`src/pkg/i2c_slave_pkg.sv`:
```
/*
 Shared constants and types for the byte-oriented two-wire slave.
 Assumes a single 250 MHz clock domain; the bus lines arrive asynchronously.
*/
package i2c_slave_pkg;

	// Register byte offsets on the Avalon-MM slave
	localparam logic [4:0] OFS_CONTROL = 5'h00;
	localparam logic [4:0] OFS_STATUS = 5'h04;
	localparam logic [4:0] OFS_DATA = 5'h08;
	localparam logic [4:0] OFS_ADDRESS = 5'h0C;

	// Field positions in bus_control
	localparam int CTL_FLAG = 7;
	localparam int CTL_ACK = 6;
	localparam int CTL_START = 5;
	localparam int CTL_STOP = 4;
	localparam int CTL_WCOL = 3;
	localparam int CTL_ENABLE = 2;
	localparam int CTL_IRQ = 0;

	// Field position of the general call enable in slave_address_match
	localparam int ADDR_GCE = 0;

	// Values after reset
	localparam logic [7:0] CONTROL_RESET = 8'h00;
	localparam logic [7:0] ADDRESS_RESET = 8'h00;
	localparam logic [7:0] DATA_RESET = 8'hFF;
	localparam logic [2:0] LINE_RESET = 3'h7;

	// Status codes, prescaler bits always read as zero
	localparam logic [7:0] ST_BUS_ERROR = 8'h00;
	localparam logic [7:0] ST_SLA_W = 8'h60;
	localparam logic [7:0] ST_ARB_SLA_W = 8'h68;
	localparam logic [7:0] ST_GC = 8'h70;
	localparam logic [7:0] ST_ARB_GC = 8'h78;
	localparam logic [7:0] ST_RX_ACK = 8'h80;
	localparam logic [7:0] ST_RX_NACK = 8'h88;
	localparam logic [7:0] ST_GC_ACK = 8'h90;
	localparam logic [7:0] ST_GC_NACK = 8'h98;
	localparam logic [7:0] ST_STOP = 8'hA0;
	localparam logic [7:0] ST_SLA_R = 8'hA8;
	localparam logic [7:0] ST_ARB_SLA_R = 8'hB0;
	localparam logic [7:0] ST_TX_ACK = 8'hB8;
	localparam logic [7:0] ST_TX_NACK = 8'hC0;
	localparam logic [7:0] ST_TX_LAST_ACK = 8'hC8;
	localparam logic [7:0] ST_NO_INFO = 8'hF8;

	// Bits per byte on the wire
	localparam logic [3:0] BYTE_BITS = 4'h8;
	localparam logic [3:0] TX_LAST_BIT = 4'h7;

	typedef enum logic [2:0] {
		BUS_IDLE,
		ADDR_BITS,
		ADDR_ACK,
		RX_BITS,
		RX_ACK,
		TX_BITS,
		TX_ACK,
		HOLD
	} phase_e;

	typedef struct packed {
		phase_e phase;
		logic [7:0] control;
		logic [7:0] own_addr;
		logic [7:0] data;
		logic [7:0] shifter;
		logic [7:0] code;
		logic [3:0] bits;
		logic gc;
		logic is_tx;
		logic last;
		logic acked;
		logic sda_oe;
		logic start_pending;
		logic launch;
		logic wake;
		logic bus_busy;
		logic bus_ack;
		logic [2:0] scl_s;
		logic [2:0] sda_s;
		logic [31:0] rdata;
	} slave_state_s;

	localparam slave_state_s STATE_RESET = '{
		phase: BUS_IDLE,
		control: CONTROL_RESET,
		own_addr: ADDRESS_RESET,
		data: DATA_RESET,
		shifter: 8'h00,
		code: ST_NO_INFO,
		bits: 4'h0,
		gc: 1'b0,
		is_tx: 1'b0,
		last: 1'b0,
		acked: 1'b0,
		sda_oe: 1'b0,
		start_pending: 1'b0,
		launch: 1'b0,
		wake: 1'b0,
		bus_busy: 1'b0,
		bus_ack: 1'b0,
		scl_s: LINE_RESET,
		sda_s: LINE_RESET,
		rdata: 32'h0000_0000
	};

endpackage

```
`src/design/i2c_slave.sv`:
```
/*
 Two-wire slave receive/transmit engine with Avalon-MM register access.
 Assumes: bus lines are open drain and resolved outside; SCL and SDA are
 asynchronous and much slower than the 250 MHz clock; a master engine
 outside this block consumes start_launch and reports arb_lost.
*/
// Notes on behaviour
// General call byte acked: status 90, next byte acked per ack_enable.
// General call byte nacked: status 98, then not-addressed mode.
// Clearing flag with start_request while leaving: queue START for a free bus.
// STOP or repeated START while addressed: status A0, clear returns to idle.
// Back in idle, general call answered only when gen_call_enable is set.
// Software masks prescaler bits before comparing status codes; the bench compares the whole byte, these bits reading as zero.
// Address register: seven address bits high, general call enable in bit 0.
// Software arms slave mode: enable and ack set, start, stop, flag clear.
// Armed device matches address; read bit picks transmit, else receive.
// After own address and direction: flag set, valid status code shown.
// Own address with read after lost arbitration reports status B0.
// ack_enable cleared in transmit: last byte, then C0 on NACK, C8 on ACK.
// After last byte the device goes idle and leaves SDA released.
// With ack_enable clear no address is answered, bus still watched.
// In deep sleep address matching still runs and raises wake.
// After a wake match SCL is held low until software clears the flag.
// Data register is not updated while in deep sleep.
// Misplaced START or STOP: status 00; stop_request plus clear releases lines.
// Status reads F8 whenever the flag is clear.
// Flag set in a transfer stretches SCL until software writes one to it.
`timescale 1ns/1ps
module i2c_slave (
	input wire logic clock,
	input wire logic reset,
	input wire logic [4:0] avs_address,
	input wire logic avs_read,
	input wire logic avs_write,
	input wire logic [31:0] avs_writedata,
	input wire logic [3:0] avs_byteenable,
	output logic [31:0] avs_readdata,
	output logic avs_waitrequest,
	input wire logic scl_in,
	output logic scl_out,
	output logic scl_oe,
	input wire logic sda_in,
	output logic sda_out,
	output logic sda_oe,
	input wire logic arb_lost,
	input wire logic sleep_deep,
	output logic wake_request,
	output logic start_launch,
	output logic irq_request
);

	i2c_slave_pkg::slave_state_s s_reg;
	i2c_slave_pkg::slave_state_s s_next;

	logic scl_rise;
	logic scl_fall;
	logic start_ev;
	logic stop_ev;
	logic bus_wr;
	logic sw_clear;
	logic leaving;

	// Address decode used by the register write logic only; the read mux has its own default
	function automatic logic mapped(input logic [4:0] a);
		return a == i2c_slave_pkg::OFS_CONTROL || a == i2c_slave_pkg::OFS_STATUS ||
			a == i2c_slave_pkg::OFS_DATA || a == i2c_slave_pkg::OFS_ADDRESS;
	endfunction

	// Own address or enabled general call, only while acking is enabled
	function automatic logic addr_match(input logic [7:0] sh, input logic [7:0] own, input logic ack_en);
		logic own_hit;
		logic gc_hit;
		own_hit = sh[7:1] == own[7:1];
		gc_hit = sh == 8'h00 && own[i2c_slave_pkg::ADDR_GCE];
		return ack_en && (own_hit || gc_hit);
	endfunction

	// Status codes after which a cleared flag leaves the addressed state
	function automatic logic ends_transfer(input logic [7:0] c);
		return c == i2c_slave_pkg::ST_RX_NACK || c == i2c_slave_pkg::ST_GC_NACK ||
			c == i2c_slave_pkg::ST_STOP || c == i2c_slave_pkg::ST_TX_NACK ||
			c == i2c_slave_pkg::ST_TX_LAST_ACK || c == i2c_slave_pkg::ST_BUS_ERROR;
	endfunction

	// Edges seen on the second and third stages only
	assign scl_rise = s_reg.scl_s[1] && !s_reg.scl_s[2];
	assign scl_fall = !s_reg.scl_s[1] && s_reg.scl_s[2];
	assign start_ev = s_reg.scl_s[1] && s_reg.scl_s[2] && !s_reg.sda_s[1] && s_reg.sda_s[2];
	assign stop_ev = s_reg.scl_s[1] && s_reg.scl_s[2] && s_reg.sda_s[1] && !s_reg.sda_s[2];

	// A write takes effect on the edge where waitrequest is seen low
	assign bus_wr = avs_write && s_reg.bus_ack && avs_byteenable[0];
	assign sw_clear = bus_wr && avs_address == i2c_slave_pkg::OFS_CONTROL &&
		avs_writedata[i2c_slave_pkg::CTL_FLAG] && s_reg.control[i2c_slave_pkg::CTL_FLAG];
	assign leaving = ends_transfer(s_reg.code);

	always_comb begin
		s_next = s_reg;
		s_next.scl_s = {s_reg.scl_s[1:0], scl_in};
		s_next.sda_s = {s_reg.sda_s[1:0], sda_in};
		s_next.wake = 1'b0;
		s_next.launch = 1'b0;

		// One wait state per access; read data captured while waitrequest is high
		s_next.bus_ack = (avs_read || avs_write) && !s_reg.bus_ack;
		if (avs_read && !s_reg.bus_ack) begin
			s_next.rdata = 32'h0000_0000;
			unique case (avs_address)
				i2c_slave_pkg::OFS_CONTROL: s_next.rdata[7:0] = s_reg.control;
				// idle code
				i2c_slave_pkg::OFS_STATUS: s_next.rdata[7:0] =
					s_reg.control[i2c_slave_pkg::CTL_FLAG] ? s_reg.code : i2c_slave_pkg::ST_NO_INFO;
				i2c_slave_pkg::OFS_DATA: s_next.rdata[7:0] = s_reg.data;
				i2c_slave_pkg::OFS_ADDRESS: s_next.rdata[7:0] = s_reg.own_addr;
				default: s_next.rdata = 32'h0000_0000;
			endcase
		end

		// Register writes; unmapped offsets are accepted and dropped
		if (bus_wr && mapped(avs_address)) begin
			unique case (avs_address)
				i2c_slave_pkg::OFS_CONTROL: begin
					s_next.control = avs_writedata[7:0];
					s_next.control[i2c_slave_pkg::CTL_WCOL] = s_reg.control[i2c_slave_pkg::CTL_WCOL];
					// Flag is cleared by writing one, a zero leaves it alone
					s_next.control[i2c_slave_pkg::CTL_FLAG] =
						s_reg.control[i2c_slave_pkg::CTL_FLAG] && !avs_writedata[i2c_slave_pkg::CTL_FLAG];
				end
				i2c_slave_pkg::OFS_DATA: begin
					// Loading while the engine owns the byte is a collision
					if (s_reg.control[i2c_slave_pkg::CTL_FLAG]) begin
						s_next.data = avs_writedata[7:0];
						s_next.control[i2c_slave_pkg::CTL_WCOL] = 1'b0;
					end else begin
						s_next.control[i2c_slave_pkg::CTL_WCOL] = 1'b1;
					end
				end
				// address and general call enable
				i2c_slave_pkg::OFS_ADDRESS: s_next.own_addr = avs_writedata[7:0];
				default: s_next.own_addr = s_reg.own_addr;
			endcase
		end

		// Bus is busy from any START to the next STOP
		if (start_ev) begin
			s_next.bus_busy = 1'b1;
		end else if (stop_ev) begin
			s_next.bus_busy = 1'b0;
		end

		// queued START goes out on a free bus
		if (s_reg.start_pending && !s_reg.bus_busy && !start_ev) begin
			s_next.start_pending = 1'b0;
			s_next.launch = 1'b1;
			s_next.control[i2c_slave_pkg::CTL_START] = 1'b0;
		end

		// START and STOP seen by the engine; bit phases run below
		if ((start_ev || stop_ev) && s_reg.phase != i2c_slave_pkg::HOLD) begin
			s_next.sda_oe = 1'b0;
			if ((s_reg.phase == i2c_slave_pkg::RX_BITS && s_reg.bits <= 4'h1) ||
				(s_reg.phase == i2c_slave_pkg::TX_BITS && s_reg.bits == 4'h0)) begin
				// stop or restart between bytes; a receive STOP follows one SCL rise
				s_next.code = i2c_slave_pkg::ST_STOP;
				s_next.control[i2c_slave_pkg::CTL_FLAG] = 1'b1;
				s_next.phase = i2c_slave_pkg::HOLD;
			end else if (s_reg.phase != i2c_slave_pkg::BUS_IDLE &&
				!(s_reg.phase == i2c_slave_pkg::ADDR_BITS && s_reg.bits == 4'h0)) begin
				// misplaced condition
				s_next.code = i2c_slave_pkg::ST_BUS_ERROR;
				s_next.control[i2c_slave_pkg::CTL_FLAG] = 1'b1;
				s_next.phase = i2c_slave_pkg::HOLD;
			end else begin
				// Idle or just after START: a START restarts the address byte
				s_next.phase = start_ev ? i2c_slave_pkg::ADDR_BITS : i2c_slave_pkg::BUS_IDLE;
				s_next.bits = 4'h0;
			end
		end else begin
			unique case (s_reg.phase)
				i2c_slave_pkg::BUS_IDLE: begin
					s_next.sda_oe = 1'b0;
				end
				i2c_slave_pkg::ADDR_BITS: begin
					if (scl_rise) begin
						s_next.shifter = {s_reg.shifter[6:0], s_reg.sda_s[1]};
						s_next.bits = s_reg.bits + 4'h1;
					end else if (scl_fall && s_reg.bits == i2c_slave_pkg::BYTE_BITS) begin
						// no answer without ack_enable
						if (addr_match(s_reg.shifter, s_reg.own_addr, s_reg.control[i2c_slave_pkg::CTL_ACK])) begin
							s_next.sda_oe = 1'b1;
							s_next.phase = i2c_slave_pkg::ADDR_ACK;
							// direction bit selects mode
							s_next.is_tx = s_reg.shifter[0];
							s_next.gc = s_reg.shifter[7:1] == 7'h00;
							// match raises wake
							s_next.wake = sleep_deep;
						end else begin
							s_next.phase = i2c_slave_pkg::BUS_IDLE;
						end
					end
				end
				i2c_slave_pkg::ADDR_ACK: begin
					if (scl_fall) begin
						// status after own address
						s_next.sda_oe = 1'b0;
						s_next.control[i2c_slave_pkg::CTL_FLAG] = 1'b1;
						s_next.phase = i2c_slave_pkg::HOLD;
						if (s_reg.is_tx) begin
							s_next.code = arb_lost ? i2c_slave_pkg::ST_ARB_SLA_R : i2c_slave_pkg::ST_SLA_R;
						end else if (s_reg.gc) begin
							s_next.code = arb_lost ? i2c_slave_pkg::ST_ARB_GC : i2c_slave_pkg::ST_GC;
						end else begin
							s_next.code = arb_lost ? i2c_slave_pkg::ST_ARB_SLA_W : i2c_slave_pkg::ST_SLA_W;
						end
					end
				end
				i2c_slave_pkg::RX_BITS: begin
					if (scl_rise) begin
						s_next.shifter = {s_reg.shifter[6:0], s_reg.sda_s[1]};
						s_next.bits = s_reg.bits + 4'h1;
					end else if (scl_fall && s_reg.bits == i2c_slave_pkg::BYTE_BITS) begin
						// ack follows ack_enable taken at release
						s_next.sda_oe = !s_reg.last;
						s_next.phase = i2c_slave_pkg::RX_ACK;
					end
				end
				i2c_slave_pkg::RX_ACK: begin
					if (scl_fall) begin
						s_next.sda_oe = 1'b0;
						// data kept stale while asleep
						if (!sleep_deep) begin
							s_next.data = s_reg.shifter;
						end
						s_next.control[i2c_slave_pkg::CTL_FLAG] = 1'b1;
						s_next.phase = i2c_slave_pkg::HOLD;
						// general call codes
						if (s_reg.gc) begin
							s_next.code = s_reg.last ? i2c_slave_pkg::ST_GC_NACK : i2c_slave_pkg::ST_GC_ACK;
						end else begin
							s_next.code = s_reg.last ? i2c_slave_pkg::ST_RX_NACK : i2c_slave_pkg::ST_RX_ACK;
						end
					end
				end
				i2c_slave_pkg::TX_BITS: begin
					if (scl_fall) begin
						if (s_reg.bits == i2c_slave_pkg::TX_LAST_BIT) begin
							s_next.sda_oe = 1'b0;
							s_next.phase = i2c_slave_pkg::TX_ACK;
						end else begin
							s_next.shifter = {s_reg.shifter[6:0], 1'b0};
							s_next.sda_oe = !s_reg.shifter[6];
							s_next.bits = s_reg.bits + 4'h1;
						end
					end
				end
				i2c_slave_pkg::TX_ACK: begin
					if (scl_rise) begin
						s_next.acked = !s_reg.sda_s[1];
					end else if (scl_fall) begin
						// last byte ends in C0 or C8
						s_next.control[i2c_slave_pkg::CTL_FLAG] = 1'b1;
						s_next.phase = i2c_slave_pkg::HOLD;
						if (!s_reg.acked) begin
							s_next.code = i2c_slave_pkg::ST_TX_NACK;
						end else begin
							s_next.code = s_reg.last ? i2c_slave_pkg::ST_TX_LAST_ACK : i2c_slave_pkg::ST_TX_ACK;
						end
					end
				end
				i2c_slave_pkg::HOLD: begin
					if (sw_clear) begin
						s_next.bits = 4'h0;
						s_next.last = !s_next.control[i2c_slave_pkg::CTL_ACK];
						if (leaving) begin
							// back to not-addressed mode, SDA released
							s_next.phase = i2c_slave_pkg::BUS_IDLE;
							s_next.sda_oe = 1'b0;
							if (s_reg.code == i2c_slave_pkg::ST_BUS_ERROR) begin
								// recovery drops stop_request, no STOP driven
								s_next.control[i2c_slave_pkg::CTL_STOP] = 1'b0;
							end else begin
								// queue START
								s_next.start_pending = s_next.control[i2c_slave_pkg::CTL_START];
							end
						end else if (s_reg.is_tx) begin
							// First bit goes out while SCL is still held, one cycle of setup
							s_next.shifter = s_next.data;
							s_next.sda_oe = !s_next.data[7];
						end else begin
							s_next.phase = i2c_slave_pkg::RX_BITS;
						end
					end else if (!s_reg.control[i2c_slave_pkg::CTL_FLAG]) begin
						// Transmit setup cycle over, let SCL go
						s_next.phase = i2c_slave_pkg::TX_BITS;
					end
				end
			endcase
		end

		// Disabling the interface abandons any transfer and frees the lines
		if (!s_next.control[i2c_slave_pkg::CTL_ENABLE]) begin
			s_next.phase = i2c_slave_pkg::BUS_IDLE;
			s_next.sda_oe = 1'b0;
			s_next.start_pending = 1'b0;
		end
	end

	// Whole state in one register
	always_ff @(posedge clock) begin
		if (reset) begin
			s_reg <= i2c_slave_pkg::STATE_RESET;
		end else begin
			s_reg <= s_next;
		end
	end

	// Open-drain lines only ever pull low
	assign scl_out = 1'b0;
	assign sda_out = 1'b0;
	assign sda_oe = s_reg.sda_oe;
	// stretch while flag set
	assign scl_oe = s_reg.phase == i2c_slave_pkg::HOLD;
	assign avs_readdata = s_reg.rdata;
	assign avs_waitrequest = (avs_read || avs_write) && !s_reg.bus_ack;
	assign wake_request = s_reg.wake;
	assign start_launch = s_reg.launch;
	assign irq_request = s_reg.control[i2c_slave_pkg::CTL_FLAG] && s_reg.control[i2c_slave_pkg::CTL_IRQ];

endmodule

```
`config.mk`:
```
export PLATFORM = sky130hd
export DESIGN_NAME = i2c_slave
export DESIGN_NICKNAME = d
export VERILOG_FILES = /design/src/pkg/i2c_slave_pkg.sv /design/src/design/i2c_slave.sv
export SDC_FILE = /design/constraint.sdc
export NUM_CORES = 1
export LEC_CHECK = 0
export BUFFER_PORTS_ARGS = -buffer_cell sky130_fd_sc_hd__buf_4
export CAP_MARGIN = 20
export CORE_MARGIN = 2
export CORE_UTILIZATION = 50
export CTS_CLUSTER_SIZE = 25
export DETAILED_ROUTE_END_ITERATION = 10
export GPL_ROUTABILITY_DRIVEN = 0
export GPL_TIMING_DRIVEN = 0
export HOLD_SLACK_MARGIN = 0.02
export PLACE_DENSITY = 0.74
export SLEW_MARGIN = 20
export SYNTH_ARGS = -nofsm -noshare
export SYNTH_HDL_FRONTEND = slang
export SYNTH_SLANG_ARGS = --single-unit
```
`constraint.sdc`:
```
create_clock -name clock -period 2.4 [get_ports clock]
set_input_delay 0.24 -clock clock [delete_from_list [all_inputs] [get_ports clock]]
set_output_delay 0.24 -clock clock [all_outputs]
set_load 0.01 [all_outputs]
```
==> results.ini, run 1 <==
[cts]
clk_latency_ps=360
cts-root-buf=clkbuf_8
postCtsHoldBufs=0
cts_buffer_depth=2
cts_buffers=9
clock-sinks=68
h-tree-depth=3
cts_tree=built
clk_pin_slew_ps=80
cts_setup_buffers=0

[worst_setup_path]
crit_slowest_cell=or3b_2
critPathTopFamily=compound AO/OA/AOI/OAI gates
critPathLaunchType=register
reg2reg_from=s_reg[48]$_SDFFE_PP0P_
cp.arrival_ps=2520
path_class=reg2reg
end_kind=register
r2r-end=s_reg[55]$_SDFFE_PP1P_
endpoint=s_reg[55]$_SDFFE_PP1P_
r2r_setup_slack_ps=130
required_ps=2650
startpoint=s_reg[48]$_SDFFE_PP0P_
reg2reg_depth=8
crit_cells=8
cp_num_buf_inv=2
crit_fanout=9
max_stage_delay_ps=510
cp_cell_sequence=inv_1 -> ha_1 -> or3b_2 -> a21boi_4 -> o32a_1 -> buf_2 -> a2111oi_0 -> a211o_1

[grt]
grt_pass1_vias=3646
grt.total_usage_pct=25.43
antenna_found_initial=0
grt_pass1_wl_microns=18000
overflow=0
grt_max_degree=15

[place]
port_buffers=35
place_ws_ps=26.29
postPlaceCellArea_sq_um=4658
place_hpwl_microns=8428

[sta]
setup_tns_ps=0
finClkSkew_ps=9.726
slew_viol_final=0
setup_viol=0
slew_headroom_pct=45.84
max_clock_freq_mhz=440.2
worstMarginPinSlew_ps=805.6
hold_violations=0
setup_slack_ps=128.2
min_period_ps=2272
fin_crit_sh_pct=94.66
fin_hold_ws_ps=59.76

[synthesis]
yosys_warnings=0
dominantRegCellSynth=dfxtp_1
synth_cells=499
syn_area_per_cell_sq_um=8.357
seq_area_frac_synth_pct=32.64
synth.area.top_cells=dfxtp_1 (33%), mux2i_1 (7.7%), buf_4 (6.1%), nor2_1 (3.9%), a21oi_1 (3.8%)
syn-cell-area_sq_um=4170
synth_top_area_share_pct=32.64
ys_types=68
synth_edf_count=0
ys_seq_elements=68
synth_area_leader_cell=dfxtp_1
async_reset_ff_share_pct=0

[routing]
met2_wirelength_microns=5160
vias=4009
drtAntennaViolNets=0
drc=0
m1WireLength_microns=4816
avgViaCountPerCell=5.887
dr.first_iter.drc_count=402
dr_wl_met3_microns=961
drtPass1Iterations=8
finalWirelength_microns=11350
maxUsedRoutingLayer=met4
routedWlPerCell_microns=16.67

[finish]
multi_input_area_sq_um=2512
nets=624
final_common_cell=buf_4
syn2layout_area_growth_pct=17.22
n_fill_cell=731
stdcell_area_sq_um=4888
layout_common_cells=buf_4 (69), dfxtp_1 (68), nor2_1 (43)
final_core_util_pct=60.10
largest_reg_flops=53
ff_latch_area_sq_um=1361
drive_above_1_share_pct=22.74
diodes=0

[die]
dieWidth_microns=95.33
ioPinCount=89
dieArea_sq_um=9087
core-area_sq_um=8134
die_h_microns=95.33
row_count=33
start_util_pct=51.27

[run_status]
outcome=completed

[worst_hold_path]
min_path_type=in2reg

[run]
maxCapViolCount=0

[pwr]
p_leak_nw=1.987
ir_drop_uv=315.3
p_per_area_nw_per_um2=485.2

==> stage by stage <==
step                      power [mW]  instances
after global routing           2.445        681
after floorplan                1.305        524
after detailed placement       1.377        664
final                          2.372        681
after global placement         1.375        664
after CTS                      2.372        680
==> cell families after synthesis <==
logic type      after synthesis  share of synthesized area [%]
xor+xnor                     10                          2.100
compound gates              124                          21.06
mux                          32                          7.681
fa+ha+maj                     4                          1.200
simple gates                190                          25.47
buf+inv                      70                          9.751
other cells                   1                        0.08992
flops                        68                          32.64
==> timing repair <==
action                                  in CTS  in global routing
resized for setup                            0                  5
endpoints found under the setup margin       0                  5
endpoints found under the hold margin        0                  0
==> cells in the mapped netlist, drive strengths merged (2+ instances only) <==
| cell | number |
|---|---|
| buf | 42 |
| a211o | 3 |
| and3b | 4 |
| a21oi | 32 |
| nand4b | 2 |
| and3 | 8 |
| nor4 | 6 |
| o22ai | 3 |
| a21o | 8 |
| a2bb2oi | 2 |
| o211ai | 3 |
| a211oi | 3 |
| o32ai | 4 |
| nand2 | 30 |
| and2 | 5 |
| a31oi | 3 |
| a311oi | 3 |
| a22oi | 9 |
| nand2b | 18 |
| nand4 | 4 |
| a31o | 2 |
| a21boi | 2 |
| a2111oi | 2 |
| o31ai | 4 |
| xnor2 | 9 |
| dfxtp | 68 |
| nand3 | 11 |
| mux2i | 32 |
| nor2 | 43 |
| nor3b | 4 |
| clkbuf | 20 |
| nand3b | 5 |
| nor3 | 17 |
| o21ai | 25 |
| nor2b | 10 |
| o32a | 3 |
| inv | 7 |
| or4 | 3 |
| ha | 4 |
| or2 | 15 |
| o221ai | 5 |
==> power breakdown <==
group	total [mW]	leakage, nW	internal [mW]	switching [mW]
sequential	1.14	0.550	1.14	0.00679
combinational	0.216	1.34	0.0954	0.120
clock	1.01	0.102	0.498	0.517
==> metal layers <==
metal	vias up	global-route usage (%)
met5	-	0
met4	0	13.41
met3	43	2.767
met2	228	40.85
met1	1848	33.54
li1	1890	-
==> worst reg2reg max path, cell delays in order (launching register included) <==
cell and delay (ps):
dfxtp_1 350, inv_1 110, ha_1 190, or3b_2 510
a21boi_4 240, o32a_1 190, buf_2 200, a2111oi_0 100
a211o_1 290
==> worst min-delay path by stage <==
stage | depth (start not counted) | slack, ps | startpoint | end
finish | 2 | 60 | sda_in | s_next[33]$_SDFF_PP1_
global route | 2 | 60 | sda_in | s_next[33]$_SDFF_PP1_
CTS | 2 | 60 | sda_in | s_next[33]$_SDFF_PP1_
detailed placement | 1 | 400 | s_next[33]$_SDFF_PP1_ | s_next[34]$_SDFF_PP1_
global placement | 1 | 400 | s_next[33]$_SDFF_PP1_ | s_next[34]$_SDFF_PP1_
floorplan | 1 | 340 | sda_in | s_next[33]$_SDFF_PP1_
==> final cells by class <==
cell class / count / area share [%]
tap: 105 / 2.687
sequential: 68 / 27.85
timing repair buffer: 36 / 5.477
buffer: 62 / 7.730
clock buffer: 9 / 2.534
inverter: 8 / 0.6143
clock inverter: 7 / 1.715
multi-input combinational: 386 / 51.39
No activity file was read; power rests on OpenSTA's default activity.
==> run 2: changes to the inputs <==
- ABC_AREA: default -> 1
- PLACE_DENSITY: 0.74 -> 0.75
==> run 2 against run 1 <==
  * Global-route usage down 0.92 points
  * Sequential cell count unchanged
  * Largest power group unchanged
  * Register-to-register slack better by 390 ps
==> results.ini, run 2 <==
[run_status]
outcome=completed

[routing]
dr.first_iter.drc_count=305  ; -24%
drtAntennaViolNets=0  ; unchanged
drc=0  ; unchanged
routedWlPerCell_microns=12.94  ; -22%
drtPass1Iterations=6  ; -2
vias=3902  ; -2.7%
finalWirelength_microns=9976  ; -12%
avgViaCountPerCell=5.061  ; -14%

[worst_setup_path]
end_kind=register
crit_fanout=9  ; unchanged
cp.arrival_ps=2100  ; -420 ps
crit_slowest_cell=nor2_1
reg2reg_from=s_reg[38]$_SDFF_PP0_
path_class=reg2reg
critPathLaunchType=register
reg2reg_depth=5  ; -3
startpoint=s_reg[38]$_SDFF_PP0_
r2r_setup_slack_ps=510  ; +390 ps
cp_cell_sequence=nand3_1 -> nor2_1 -> clkinv_1 -> o21ai_0 -> a21oi_1
endpoint=s_reg[77]$_SDFFE_PP0P_
max_stage_delay_ps=460  ; -50 ps
required_ps=2620  ; -30 ps
r2r-end=s_reg[77]$_SDFFE_PP0P_

[pwr]
p_leak_nw=2.309  ; +16%
ir_drop_uv=256.6  ; -19%
power_frac_comb_pct=9.4  ; +0.3 points
p_clk_share_pct=38.3  ; -4.5 points
p_sw_share_pct=24.77  ; -2.4 points
p_per_area_nw_per_um2=480.5  ; -0.97%
p_seq_share_pct=52.3  ; +4.2 points
power.internal_mw=1.652  ; -4.4%
p_switching_mw=0.5440  ; -16%

[sta]
slew_viol_final=0  ; unchanged
setup_tns_ps=0  ; unchanged
finClkSkew_ps=10.26  ; +0.5364 ps
fin_crit_sh_pct=78.54  ; -16 points
grt_setup_unrepaired=false
hold_violations=0  ; unchanged
slew_headroom_pct=58.96  ; +13 points
fin_hold_ws_ps=74.96  ; +15.21 ps
min_period_ps=1885  ; -386.8 ps
max_clock_freq_mhz=530.5  ; +21%
worstMarginPinSlew_ps=615.7  ; -189.9 ps
setup_viol=0  ; unchanged

[synthesis]
yosysMostFrequentCell=nand2_1
synth_edf_count=0  ; unchanged
synth_area_leader_cell=dfxtp_1
seq_area_frac_synth_pct=34.75  ; +2.1 points
syn-cell-area_sq_um=3918  ; -6.1%
synth_commonest_cells=nand2_1 (130), nor2_1 (91), dfxtp_1 (68), inv_1 (66), o21ai_0 (48)
syn_area_per_cell_sq_um=6.595  ; -21%
async_reset_ff_share_pct=0  ; unchanged
yosys_warnings=0  ; unchanged
synth_cells=594  ; +19%
dominantRegCellSynth=dfxtp_1
ys_types=39  ; -43%
synth.area.top_cells=dfxtp_1 (35%), nand2_1 (12%), nor2_1 (8.7%), buf_4 (6.7%), inv_1 (6.3%)
synth_top_area_share_pct=34.75  ; +2.1 points
ys_seq_elements=68  ; unchanged

[cts]
clock-sinks=68  ; unchanged
cts_buffers=9  ; unchanged
cts-root-buf=clkbuf_8
cts_buffer_depth=2  ; unchanged
h-tree-depth=3  ; unchanged
cts_setup_buffers=0  ; unchanged
clk_latency_ps=350  ; about the same
cts_resized=0  ; unchanged
cts_tree=built
clk_pin_slew_ps=70  ; about the same
postCtsHoldBufs=0  ; unchanged

[finish]
stdcell_area_sq_um=4571  ; -6.5%
n_fill_cell=742  ; +1.5%
final_common_cell=nand2_1
syn2layout_area_growth_pct=16.67
final_core_util_pct=59.77  ; -0.33 points
nets=718  ; +15%
drive_above_1_share_pct=17.19  ; -5.6 points
largest_reg_flops=53  ; unchanged
layout_common_cells=nand2_1 (130), nor2_1 (91), buf_4 (70)
diodes=0  ; unchanged

[die]
die_h_microns=92.52  ; -2.9%
start_util_pct=51.23  ; about the same
row_count=32  ; -3.0%
dieArea_sq_um=8559  ; -5.8%
dieWidth_microns=92.52  ; -2.9%
core-area_sq_um=7647  ; -6.0%
ioPinCount=89  ; unchanged

[grt]
grt_max_degree=11  ; -4
overflow=0  ; unchanged
antenna_found_initial=0  ; unchanged
grt_pass1_vias=3630  ; -0.44%
grt.total_usage_pct=24.51  ; -0.92 points
grt_pass1_wl_microns=16830  ; -6.5%

[place]
port_buffers=35  ; unchanged
place_hpwl_microns=7751  ; -8.0%
postPlaceCellArea_sq_um=4402  ; -5.5%

[worst_hold_path]
min_path_type=in2reg

[run]
maxCapViolCount=0  ; unchanged

==> run 2: cell count changes after synthesis, sizes merged, moves of 12 or more <==
cell,delta
mux2i,-31
nand2b,-18
o21ai,+31
nor2,+54
clkbuf,-12
nand2,+106
inv,+64
==> run 2: cell families after synthesis <==
| family | Yosys count | share of synthesized area, % |
|---|---|---|
| AOI/OAI and AO/OA | 122 | 17.50 |
| xor gates and xnor gates | 6 | 1.341 |
| adders and majority gates | 4 | 1.278 |
| buffers and inverters | 118 | 14.82 |
| DFF | 68 | 34.75 |
| muxes | 1 | 0.2555 |
| other | 1 | 0.09572 |
| and+or+nand+nor | 274 | 29.96 |
==> run 2: power groups by stage <==
stage	Sequential, mW	Clock, mW	Combinational [mW]
final	1.15	0.840	0.207
after CTS	1.15	0.847	0.204
after detailed placement	1.18	0	0.203
after global placement	1.17	0	0.200
after global routing	1.15	0.907	0.230
after floorplan	1.17	0	0.137
==> run 2: layout make-up <==
| class | instances | area (sq um) | area share [%] |
|---|---|---|---|
| buffer | 46 | 307.8 | 6.734 |
| sequential | 68 | 1361 | 29.78 |
| clock buffer | 13 | 158.9 | 3.477 |
| tap | 102 | 127.6 | 2.792 |
| timing repair buffer | 35 | 262.8 | 5.749 |
| multi-input combinational | 433 | 2069 | 45.28 |
| inverter | 72 | 272.8 | 5.968 |
| clock inverter | 2 | 10.01 | 0.2190 |
==> run 2: layer usage <==
layer / wire length (microns) / track usage [%] / part of all wire [%] / vias to the layer above
li1: - / - / - / 1993
met1: 4458 / 31.82 / 45 / 1732
met2: 4522 / 40.75 / 45 / 157
met3: 762 / 5.452 / 7.6 / 20
met4: 232 / 7.338 / 2.3 / 0
met5: 0 / 0 / 0 / -
==> run 2: worst max-delay path, delay by kind of cell (launching register included) <==
| family | cells | cell delay, ps |
|---|---|---|
| and+or+nand+nor | 2 | 680 |
| DFF | 1 | 370 |
| buffers and inverters | 1 | 370 |
| AOI/OAI and AO/OA | 2 | 330 |
==> run 2: stage by stage <==
stage,setup WS [ps],cells,power [mW]
global route,314.1,771,2.288
CTS,568.1,771,2.200
finish,515.0,771,2.196
detailed placement,474.6,756,1.378
global placement,544.7,756,1.374
floorplan,900.0,619,1.310
==> run 2: worst min path at each step <==
stage	from	endpoint	cells past startpoint
after floorplan	sda_in	s_next[33]$_SDFF_PP1_	1
after global placement	s_next[36]$_SDFF_PP1_	s_next[37]$_SDFF_PP1_	1
after detailed placement	s_next[33]$_SDFF_PP1_	s_next[34]$_SDFF_PP1_	1
after CTS	sda_in	s_next[33]$_SDFF_PP1_	2
after global routing	sda_in	s_next[33]$_SDFF_PP1_	2
final	sda_in	s_next[33]$_SDFF_PP1_	2
